### src/hdl/pin_select_pkg.sv
// Purpose: Shared constants for the data bus pin select block
// Assumes: One clock, plain register port with one-cycle read latency
// Notes: Mode fields occupy bits 10 to 3 of one 16-bit register
`default_nettype none
package pin_select_pkg;
    localparam int ADDR_W = 4;
    localparam int DATA_W = 16;
    localparam int SEL_LO = 3;
    localparam int SEL_HI = 10;
    localparam int SEL_W = SEL_HI - SEL_LO + 1;
    // Register indices
    localparam logic [ADDR_W-1:0] FUNC_SEL_ADDR = 4'h0;
    localparam logic [ADDR_W-1:0] STATUS_ADDR = 4'h1;
    // Reset value of all mode fields
    localparam logic [SEL_W-1:0] FUNC_SEL_RST = 8'h00;
    // Pins forced to data bus when ROM disabled and area 0 is 8 bits wide
    localparam logic [SEL_W-1:0] FORCE_8BIT = 8'h1F;
    // Pins forced to data bus when ROM disabled and area 0 is 16 bits wide
    localparam logic [SEL_W-1:0] FORCE_16BIT = 8'hFF;
    // Chip operating modes
    typedef enum logic [1:0] {
        MODE_SINGLE = 2'b00,
        MODE_EXP_ROM_ON = 2'b01,
        MODE_EXP_ROM_OFF = 2'b10
    } chip_mode_e;
endpackage
`default_nettype wire

### src/hdl/port_h_data_bus_pin_select.sv
// Purpose: Selects general I/O or data bus use for port pins 10 to 3
// Assumes: Mode inputs are static straps on the same clock as the bus
// Notes: Select outputs are registered; 1 means data bus line
//
// Implementation choices: the placing of the registers and the strobed register port.
`default_nettype none
//////////////////////////////////////////////////////////////////////////////
module port_h_data_bus_pin_select
    import pin_select_pkg::*;
(
    // Clock and reset
    input wire logic mclk,
    input wire logic arst_n,
    // Register port
    input wire logic [ADDR_W-1:0] reg_addr,
    input wire logic [DATA_W-1:0] reg_wdata,
    input wire logic reg_wr,
    input wire logic reg_rd,
    output logic [DATA_W-1:0] reg_rdata,
    // Chip mode straps
    input wire logic expanded_mode,
    input wire logic rom_enabled,
    input wire logic area0_16bit,
    // Pin function selects, 1 = data bus line
    output logic [SEL_HI:SEL_LO] data_bus_sel
);

    //////////////////////////////////////////////////////////////////////////
    // Field register, its next value and the pin map
    logic [SEL_HI:SEL_LO] func_sel_r;
    logic [SEL_HI:SEL_LO] func_sel_nxt;
    logic [SEL_HI:SEL_LO] pin_sel_nxt;
    logic [DATA_W-1:0] rdata_nxt;
    chip_mode_e chip_mode;

    // Decode of the mode field register index, shared by write and read
    function automatic logic field_hit(input logic [ADDR_W-1:0] addr);
        return addr == FUNC_SEL_ADDR;
    endfunction

    // Chip mode decode from strap levels
    always_comb begin
        if (!expanded_mode) begin
            chip_mode = MODE_SINGLE;
        end else if (rom_enabled) begin
            chip_mode = MODE_EXP_ROM_ON;
        end else begin
            chip_mode = MODE_EXP_ROM_OFF;
        end
    end

    // Next value of the mode fields
    always_comb begin
        func_sel_nxt = func_sel_r;
        if (reg_wr && field_hit(reg_addr)) begin
            func_sel_nxt = reg_wdata[SEL_HI:SEL_LO];
        end
    end

    // Mode field register
    always_ff @(posedge mclk or negedge arst_n) begin
        if (!arst_n) begin
            func_sel_r <= FUNC_SEL_RST;
        end else begin
            func_sel_r <= func_sel_nxt;
        end
    end

    // Pin function per mode; bit n only affects pin n
    always_comb begin
        unique case (chip_mode)
            MODE_SINGLE: pin_sel_nxt = '0;
            MODE_EXP_ROM_ON: pin_sel_nxt = func_sel_r;
            MODE_EXP_ROM_OFF: begin
                if (area0_16bit) begin
                    pin_sel_nxt = FORCE_16BIT;
                end else begin
                    pin_sel_nxt = func_sel_r | FORCE_8BIT;
                end
            end
            default: pin_sel_nxt = '0;
        endcase
    end

    // Registered select output
    always_ff @(posedge mclk or negedge arst_n) begin
        if (!arst_n) begin
            data_bus_sel <= '0;
        end else begin
            data_bus_sel <= pin_sel_nxt;
        end
    end

    // Read mux: fields and the live pin function
    always_comb begin
        rdata_nxt = '0;
        if (reg_rd) begin
            if (field_hit(reg_addr)) begin
                rdata_nxt[SEL_HI:SEL_LO] = func_sel_r;
            end else if (reg_addr == STATUS_ADDR) begin
                rdata_nxt[SEL_HI:SEL_LO] = data_bus_sel;
            end
        end
    end

    // Read data register, valid one cycle after strobe
    always_ff @(posedge mclk or negedge arst_n) begin
        if (!arst_n) begin
            reg_rdata <= '0;
        end else begin
            reg_rdata <= rdata_nxt;
        end
    end
endmodule
`default_nettype wire

### config.mk
export PLATFORM = sky130hd
export DESIGN_NAME = port_h_data_bus_pin_select
export DESIGN_NICKNAME = d
export VERILOG_FILES = /design/src/hdl/pin_select_pkg.sv /design/src/hdl/port_h_data_bus_pin_select.sv
export SDC_FILE = /design/constraint.sdc
export NUM_CORES = 1
export LEC_CHECK = 0
export BUFFER_PORTS_ARGS = -buffer_cell sky130_fd_sc_hd__buf_4
export CAP_MARGIN = 20
export CORE_MARGIN = 10
export CORE_UTILIZATION = 44
export DETAILED_ROUTE_END_ITERATION = 16
export GPL_TIMING_DRIVEN = 0
export PLACE_DENSITY = 0.78
export SLEW_MARGIN = 20
export SYNTH_ARGS = -nofsm -noshare
export SYNTH_HDL_FRONTEND = slang
export SYNTH_SLANG_ARGS = --single-unit
### constraint.sdc
create_clock -name mclk -period 1 [get_ports mclk]
set_input_delay 0.1 -clock mclk [delete_from_list [all_inputs] [get_ports mclk]]
set_output_delay 0.1 -clock mclk [all_outputs]
set_load 0.05 [all_outputs]
After elaboration in Yosys (flattened, before gate mapping)
Cells that the tools add are included.
- memories kept: 0
- bits in read-only memories: 0
- output and inout port bits: 24
- logic and storage cells: 15
- register bits after elaboration: 24
- RAM bits: 0
- bits of input ports: 27
- latch bits: 0
- mux-type cells: 7
- add/sub/neg operators: 0
- order comparisons: 0
- divide/modulo/power cells: 0
- multiply operators: 0
- eq/ne operators: 3
- bitwise operators: 0
- reductions and logical operators: 2
- shift-type cells: 0
- operators with widths (kind ; number):
    two-way mux 8 bit ; 4
    case mux 8 bit (2 select lines) ; 1
    equality test 4 x 1 -> 1 bit (second input constant) ; 1
    zero test 4 bit ; 1
    two-way mux 2 bit ; 2
    equality test 2 x 1 -> 1 bit (second input constant) ; 1
    equality test 2 bit (second input constant) ; 1
    logical AND 1 bit ; 1

Depth between registers and ports, before layout
Gate-level depths: netlist (run 1).
- depth in word-level cells: 4
- gate-level depth with buffers: 4
- mapped depth without buffers: 3

Worst setup path after synthesis (run 1)
Ideal clock, no wire load.
- path kind: input -> register
- start point: in reg_addr[3]
- end point: reg func_sel_r[10] (netlist name)
- setup time: 125 ps
- data required time: 875 ps
- arrival time: 863 ps
- buffers on the path: 0
- stages on the path: 3
- setup slack: 12 ps
- cells stage by stage: nor4_4 > nand2_4 > mux2_4
- word-level cells in the longest chain between the ends: 2
- RTL lines (item ; line ; RTL):
    start, declared ; port_h_data_bus_pin_select.sv:15 ; input wire logic [ADDR_W-1:0] reg_addr,
    zero test 4 bit ; port_h_data_bus_pin_select.sv:38 ; return addr == FUNC_SEL_ADDR;
    logical AND 1 bit ; port_h_data_bus_pin_select.sv:55 ; if (reg_wr && field_hit(reg_addr)) begin
    end signal, assigned ; port_h_data_bus_pin_select.sv:65 ; func_sel_r <= func_sel_nxt;
    end, declared ; port_h_data_bus_pin_select.sv:30 ; logic [SEL_HI:SEL_LO] func_sel_r;
No other way between the ends.
A chain may end at the register's enable or synchronous reset.

Final worst setup path (run 1)
- start point: reg data_bus_sel[10] (netlist name)
- end point: out data_bus_sel[10] (netlist name)
- RTL lines (item ; line ; RTL):
    start, declared ; port_h_data_bus_pin_select.sv:25 ; output logic [SEL_HI:SEL_LO] data_bus_sel
    start signal, assigned ; port_h_data_bus_pin_select.sv:90 ; data_bus_sel <= pin_sel_nxt;
No word-level cell between the ends.

==> results of run 1 <==
==> placed cells by master, fill, tap and decap left out, drive strengths merged <==
| cell type | instances |
|---|---|
| buf | 45 |
| dfrtp | 24 |
| a22o | 8 |
| mux2 | 8 |
| conb | 8 |
| dlygate4sd3 | 6 |
| inv | 5 |
| a21boi | 5 |
| o21a | 3 |
| clkbuf | 3 |
| nor4 | 2 |
| nand2 | 2 |
| nor2b | 1 |
| and2 | 1 |
| bufinv | 1 |
==> power by group through the flow <==
stage          Sequential [mW]  Combinational, mW  Clock (mW)
2_1_floorplan             1.31              0.256           0
3_3_place_gp              1.18              0.571           0
3_5_place_dp              1.19              0.584           0
4_1_cts                   1.18              0.617       0.701
5_1_grt                   1.20              0.687       0.741
6_report                  1.18              0.650       0.686
==> metrics by stage <==
stage / hold WS [ns] / power (mW)
3_5_place_dp: 0.00859 / 1.77
4_1_cts: 0.00470 / 2.50
6_report: 0.0148 / 2.52
5_1_grt: 0.00220 / 2.62
3_3_place_gp: 0.00526 / 1.75
2_1_floorplan: -0.196 / 1.57
==> area by class of cell <==
cell class	instances	area [um2]	area share
sequential	24	601	0.396
timing repair buffer	42	390	0.258
multi-input combinational	38	350	0.231
buffer	9	67.6	0.0446
tap	28	35.0	0.0231
clock inverter	1	30.0	0.0198
clock buffer	3	22.5	0.0149
inverter	5	18.8	0.0124
==> routing by layer <==
metal | track usage | routed length (um) | up-vias
li1 | - | - | 326
met1 | 0.106 | 894 | 351
met2 | 0.212 | 1520 | 22
met3 | 0.0397 | 184 | 2
met4 | 0.0538 | 36 | 0
met5 | 0 | 0 | -
==> cells by family (layout without fill, tap and decap cells) <==
family,Yosys count,count (layout)
flip-flops,24,24
buffers and inverters,14,60
AND/OR/NAND/NOR,6,6
AO/OA/AOI/OAI,16,16
other,1,8
multiplexers,8,8
==> state kept, by name, summed over array words and instances, names as in the netlist <==
register and count:
data_bus_sel 8, func_sel_r 8, reg_rdata 8
==> worst min path at each step <==
stage                                 end  slack, ns          from
2_1_floorplan  data_bus_sel[10]$_DFF_PN0_      -0.20        arst_n
3_3_place_gp       reg_rdata[4]$_DFF_PN0_      0.005        arst_n
3_5_place_dp       reg_rdata[4]$_DFF_PN0_      0.009        arst_n
4_1_cts         func_sel_r[3]$_DFFE_PN0P_      0.005  reg_wdata[3]
5_1_grt         func_sel_r[5]$_DFFE_PN0P_      0.002  reg_wdata[5]
6_report        func_sel_r[9]$_DFFE_PN0P_       0.01  reg_wdata[9]
==> timing repair <==
item                                    4_1_cts  5_1_grt
buffers inserted                              0        2
hold endpoints to repair                     24        5
gates cloned                                  0        0
resized for setup                             8        9
pin swaps                                     0        0
endpoints found under the setup margin        8       20
hold buffers                                  1        5
==> summary.txt, run 1 <==
Flow run
  – Maxcap violations: 0

Place
  – Final HPWL DP: 1810 um
  – Dpl ws: -0.296 ns
  – Placed cell count: 138
  – Placed Area: 1320 um2
  – Routability-driven placement congestion ratio: 0.702
  – PortBufs: 34

Drt
  – Drt pass-1 iters: 4
  – Drt via density: 4.67
  – Drt total wl: 2630 um
  – Initial drt markers: 19
  – Number of antenna-violating nets in the routed design: 0
  – Via count: 701
  – DR WL/cell: 17.6 um
  – # DRC: 0

Cells and area
  – Layout area overhead: 51.2%
  – Fillcell total: 166
  – Final Cell Area: 1520 um2
  – Nets: 150
  – Post-route insts no fill: 150
  – Share of cells above drive strength 1: 0.492
  – ANT cells: 0
  – Final core occ: 0.692

Power and ir drop
  – Flop pwr share: 0.469
  – PwrDens: 1660 nW/um2
  – P_int: 1.79 mW
  – Clock power frac: 0.272
  – Sw Pwr: 726 uW
  – Sw frac: 0.288
  – Maximum vdd drop: 1.01 mV
  – Lkg Pwr: 0.796 nW
  – Gate power share: 0.258

Critical path
  – CP top delay family: flip-flops
  – Levels on crit path: 1
  – CP Max Fanout: 2
  – R2r startpoint: data_bus_sel[4]$_DFF_PN0_
  – Worst-path cell chain: buf_6
  – Worst r2r path cells: 2
  – Slowest stage delay, CP: 0.43 ns
  – Worst setup endpoint: data_bus_sel[10]
  – CP Data Arrival Time: 0.91 ns
  – Crit. End Element: output pin
  – Worst Setup Start Kind: flip-flop
  – WS Path Type: flip-flop to output pin
  – R2R setup slack: 0.14 ns
  – Critical Path Start: data_bus_sel[10]$_DFF_PN0_
  – Max stage delay cell, worst path: dfrtp_1
  – Reg2Reg Capture Point: reg_rdata[4]$_DFF_PN0_
  – CP Buf/Inv Count: 1
  – Req. time, crit path: 0.90 ns

Yosys
  – Post-synth EDFFs: 0
  – Sequential-to-total area share from yosys stat: 0.599
  – Simple-Gate Fraction of Synth Area: 0.0612
  – Mapped Cells: 69
  – Post-synthesis mux area share: 0.120
  – Dominant cell type by area after synthesis: dfrtp_1
  – Yosys top cell area share: 0.599
  – Count of different cell masters after synthesis: 14
  – Top-count cell post-synth: dfrtp_1
  – Top cells by count, synth: 24 x dfrtp_1, 9 x buf_4, 8 x a22o_1, 8 x mux2_4
  – Synthesized area per cell: 14.5 um2
  – Synth Cell Area: 1000 um2
  – Synth Area in Adders: 0
  – Area fraction in compound gates after synthesis: 0.130
  – Synth warn: 0
  – Flops & latches, synth: 24
  – Largest cells by area after synthesis: dfrtp_1 60%, mux2_4 12%, a22o_1 7.0%, buf_4 6.7%, a21boi_0 3.7%
  – Main combinational cell family by area after synthesis: compound AO/OA/AOI/OAI gates
  – Post-Synth XOR/XNOR Area: 0
  – Ys flop type: dfrtp_1
  – Async set-reset flop share out of synthesis: 1.00

STA
  – Fin crit period: 1.01 ns
  – Fin crit share: 1.01
  – Hold Violations, Final: 0
  – Setup Skew: 0.00680 ns
  – Setup ws final: -0.00853 ns
  – Tightest Pin Transition: 0.524 ns
  – Slew Viols, Final: 0
  – Fin Setup TNS: -0.00853 ns
  – RSZ-0062 raised after global routing: true
  – Setup Viol. Count Final: 1
  – Max Freq: 992 MHz
  – Slew margin rel.: 0.648

Clock tree
  – Htree depth: 1
  – Worst-Skew Late Latency: 0.31 ns
  – Cts bufs inserted: 3
  – Root Driver: clkbuf_4
  – CTS Buffer Depth: 2
  – CTS tree: built
  – CTS Sinks: 24
  – Reg clk slew, reported paths: 0.13 ns

Run status
  – Outcome: complete, but fails checks
  – Failing checks: negative setup slack

Global routing
  – Total GRT Usage: 0.113
  – Vias in the first global route: 784
  – Global route overflow: 0
  – First-pass GRT wire length: 3820 um
  – Pin count of the biggest net entering global routing: 25
  – Initial antenna violation count: 0

Die
  – Initial core utilization: 0.457
  – Cell Rows: 17
  – Die width: 67.7 um
  – Total core area: 2190 um2
  – # IOs: 51
  – Die area: 4590 um2
  – Die Y: 67.7 um

Worst hold path
  – Hold Path Cell Cnt: 2
  – Worst Hold Class: input pin to flip-flop
No activity file was read; power rests on OpenSTA's default activity.
==> inputs of run 2 (changes only) <==
--- a/config.mk
+++ b/config.mk
@@ -11,7 +11,7 @@
 export CORE_UTILIZATION = 44
 export DETAILED_ROUTE_END_ITERATION = 16
 export GPL_TIMING_DRIVEN = 0
-export PLACE_DENSITY = 0.78
+export PLACE_DENSITY = 0.89
 export SLEW_MARGIN = 20
 export SYNTH_ARGS = -nofsm -noshare
 export SYNTH_HDL_FRONTEND = slang
==> constraint.sdc (replaced) <==
create_clock -name mclk -period 1.1 [get_ports mclk]
set_input_delay 0.11 -clock mclk [delete_from_list [all_inputs] [get_ports mclk]]
set_output_delay 0.11 -clock mclk [all_outputs]
set_load 0.05 [all_outputs]
==> run 2 against run 1 <==
Effect of this change: the flow now finishes without violations; via count decreased by 5.3%; global-route usage decreased by 0.92 points; clock skew decreased by 0.0050 ns; worst setup slack improved by 0.085 ns; hold slack improved by 0.0096 ns; critical path depth unchanged; critical path type unchanged; largest power group unchanged; highest routed layer unchanged.
==> summary.txt, run 2 (synthesized netlist as in run 1, its figures left out) <==
Cells and area
  – Layout area overhead: 34.8% (was 51.2%)
  – Final Cell Area: 1350 um2 (was 1520 um2)
  – Fillcell total: 172 (was 166)
  – Top Registers: data_bus_sel (8), func_sel_r (8), reg_rdata (8) (unchanged)
  – Reg area: 601 um2 (unchanged)
  – Final core occ: 0.617 (was 0.692)
  – Leading cell type in the layout, fill and taps excluded: buf_4 (unchanged)
  – Commonest non-fill, non-tap cells in the layout: 43 x buf_4, 24 x dfrtp_1, 8 x a22o_1, 8 x mux2_4, 8 x conb_1 (was 29 x buf_4, 24 x dfrtp_1, 16 x buf_6)
  – Multi-input logic area: 342 um2 (was 350 um2)
  – Nets: 143 (was 150)
  – Share of cells above drive strength 1: 0.500 (was 0.492)
  – ANT cells: 0 (unchanged)

Clock tree
  – CTS Sinks: 24 (unchanged)
  – CTS Buffer Depth: 2 (unchanged)
  – Reg clk slew, reported paths: 0.11 ns (was 0.13 ns)
  – CTS tree: built (unchanged)
  – Worst-Skew Late Latency: 0.31 ns (about the same)
  – Post-CTS sizing: 0 (was 8)
  – Htree depth: 1 (unchanged)
  – Cts bufs inserted: 3 (unchanged)
  – Root Driver: clkbuf_4 (unchanged)

Die
  – Die area: 4590 um2 (unchanged)
  – Cell Rows: 17 (unchanged)
  – Die Y: 67.7 um (unchanged)
  – # IOs: 51 (unchanged)
  – Initial core utilization: 0.457 (unchanged)
  – Die width: 67.7 um (unchanged)
  – Total core area: 2190 um2 (unchanged)

Critical path
  – WS Path Type: flip-flop to output pin (unchanged)
  – Worst Setup Start Kind: flip-flop (unchanged)
  – Slowest stage delay, CP: 0.41 ns (was 0.43 ns)
  – CP Max Fanout: 2 (unchanged)
  – Worst-path cell chain: buf_4 (was buf_6)
  – Crit. End Element: output pin (unchanged)
  – Max stage delay cell, worst path: dfrtp_1 (unchanged)
  – CP top delay family: flip-flops (unchanged)
  – Req. time, crit path: 0.99 ns (was 0.90 ns)
  – CP Data Arrival Time: 0.91 ns (about the same)
  – CP Buf/Inv Count: 1 (unchanged)

Power and ir drop
  – Maximum vdd drop: 0.747 mV (was 1.01 mV)
  – Lkg Pwr: 0.736 nW (was 0.796 nW)
  – PwrDens: 1450 nW/um2 (was 1660 nW/um2)

Run status
  – Outcome: complete, no violations (was complete, but fails checks)

STA
  – RSZ-0062 raised after global routing: false (was true)
  – Fin Setup TNS: 0 ns (was -0.00853 ns)
  – Setup Viol. Count Final: 0 (was 1)
  – Fin crit share: 0.931
  – Hold Violations, Final: 0 (unchanged)
  – Fin crit period: 1.02 ns
  – Tightest Pin Transition: 0.789 ns (was 0.524 ns)
  – Max Freq: 977 MHz
  – Setup Skew: 0.00178 ns (was 0.00680 ns)
  – Slew Viols, Final: 0 (unchanged)
  – Slew margin rel.: 0.470 (was 0.648)

Global routing
  – Pin count of the biggest net entering global routing: 25 (unchanged)
  – First-pass GRT wire length: 3540 um (was 3820 um)
  – Initial antenna violation count: 0 (unchanged)
  – Global route overflow: 0 (unchanged)
  – Vias in the first global route: 702 (was 784)
  – Total GRT Usage: 0.104 (was 0.113)

Drt
  – Number of antenna-violating nets in the routed design: 0 (unchanged)
  – # DRC: 0 (unchanged)
  – Via count: 664 (was 701)
  – Drt total wl: 2300 um (was 2630 um)
  – DR WL/cell: 16.2 um (was 17.6 um)
  – Drt pass-1 iters: 3 (was 4)
  – Drt via density: 4.68 (was 4.67)
  – Initial drt markers: 14 (was 19)

Place
  – Final HPWL DP: 1830 um (was 1810 um)
  – PortBufs: 34 (unchanged)
  – Routability-driven placement congestion ratio: 0.716 (was 0.702)
  – Placed Area: 1320 um2 (unchanged)

Flow run
  – Maxcap violations: 0 (unchanged)

Worst hold path
  – Worst Hold Class: input pin to flip-flop (unchanged)
==> run 2: cell types whose count changed in the layout (fill, tap and decap cells not counted) <==
cell	before	now
dlygate4sd3_1	6	1
nor4_4	2	1
bufinv_16	1	0
buf_6	16	0
nor4_2	0	1
buf_4	29	43
==> run 2: worst paths after layout <==
check                                          start                   endpoint  slack [ns]  depth (start not counted)
max reg2reg                func_sel_r[4]$_DFFE_PN0P_  func_sel_r[4]$_DFFE_PN0P_        0.31                          1
min in group asynchronous                     arst_n  func_sel_r[6]$_DFFE_PN0P_        0.22                          2
min                                      rom_enabled  data_bus_sel[3]$_DFF_PN0_        0.02                          2
max                        data_bus_sel[8]$_DFF_PN0_            data_bus_sel[8]        0.08                          1
max in group asynchronous                     arst_n     reg_rdata[9]$_DFF_PN0_        0.65                          2
min reg2reg                data_bus_sel[5]$_DFF_PN0_     reg_rdata[5]$_DFF_PN0_        0.50                          1
==> run 2: power by group <==
group	internal (mW)	switching, mW
clock	0.128	0.233
sequential	0.987	0.0824
combinational	0.231	0.301
==> run 2: layout make-up <==
| cell class | instances | area share |
|---|---|---|
| Sequential cell | 24 | 0.444 |
| Inverter | 5 | 0.0139 |
| Timing Repair Buffer | 35 | 0.196 |
| Clock buffer | 3 | 0.0167 |
| Tap cell | 28 | 0.0259 |
| Buffer | 9 | 0.0500 |
| Multi-Input combinational cell | 38 | 0.253 |
==> run 2: stage by stage <==
stage | setup WS (ns) | std cells | hold WS [ns] | power, mW
2_1_floorplan | 0.102 | 76 | -0.186 | 1.43
3_3_place_gp | -0.121 | 138 | 0.0106 | 1.59
3_5_place_dp | -0.182 | 138 | 0.0197 | 1.62
4_1_cts | 0.0629 | 142 | 0.00996 | 1.99
5_1_grt | 0.0394 | 142 | 0.00702 | 2.05
6_report | 0.0763 | 142 | 0.0244 | 1.96
==> run 2: layer usage <==
layer / vias to the layer above / share of wire / GRT usage
li1: 316 / - / -
met1: 316 / 0.34 / 0.106
met2: 26 / 0.52 / 0.174
met3: 6 / 0.10 / 0.0413
met4: 0 / 0.037 / 0.0667
met5: - / 0 / 0
==> run 2: what timing repair did <==
action | in CTS | in global routing
buffers inserted | 0 | 0
hold endpoints to repair | 24 | 0
hold buffers | 1 | 0
endpoints found under the setup margin | 0 | 0
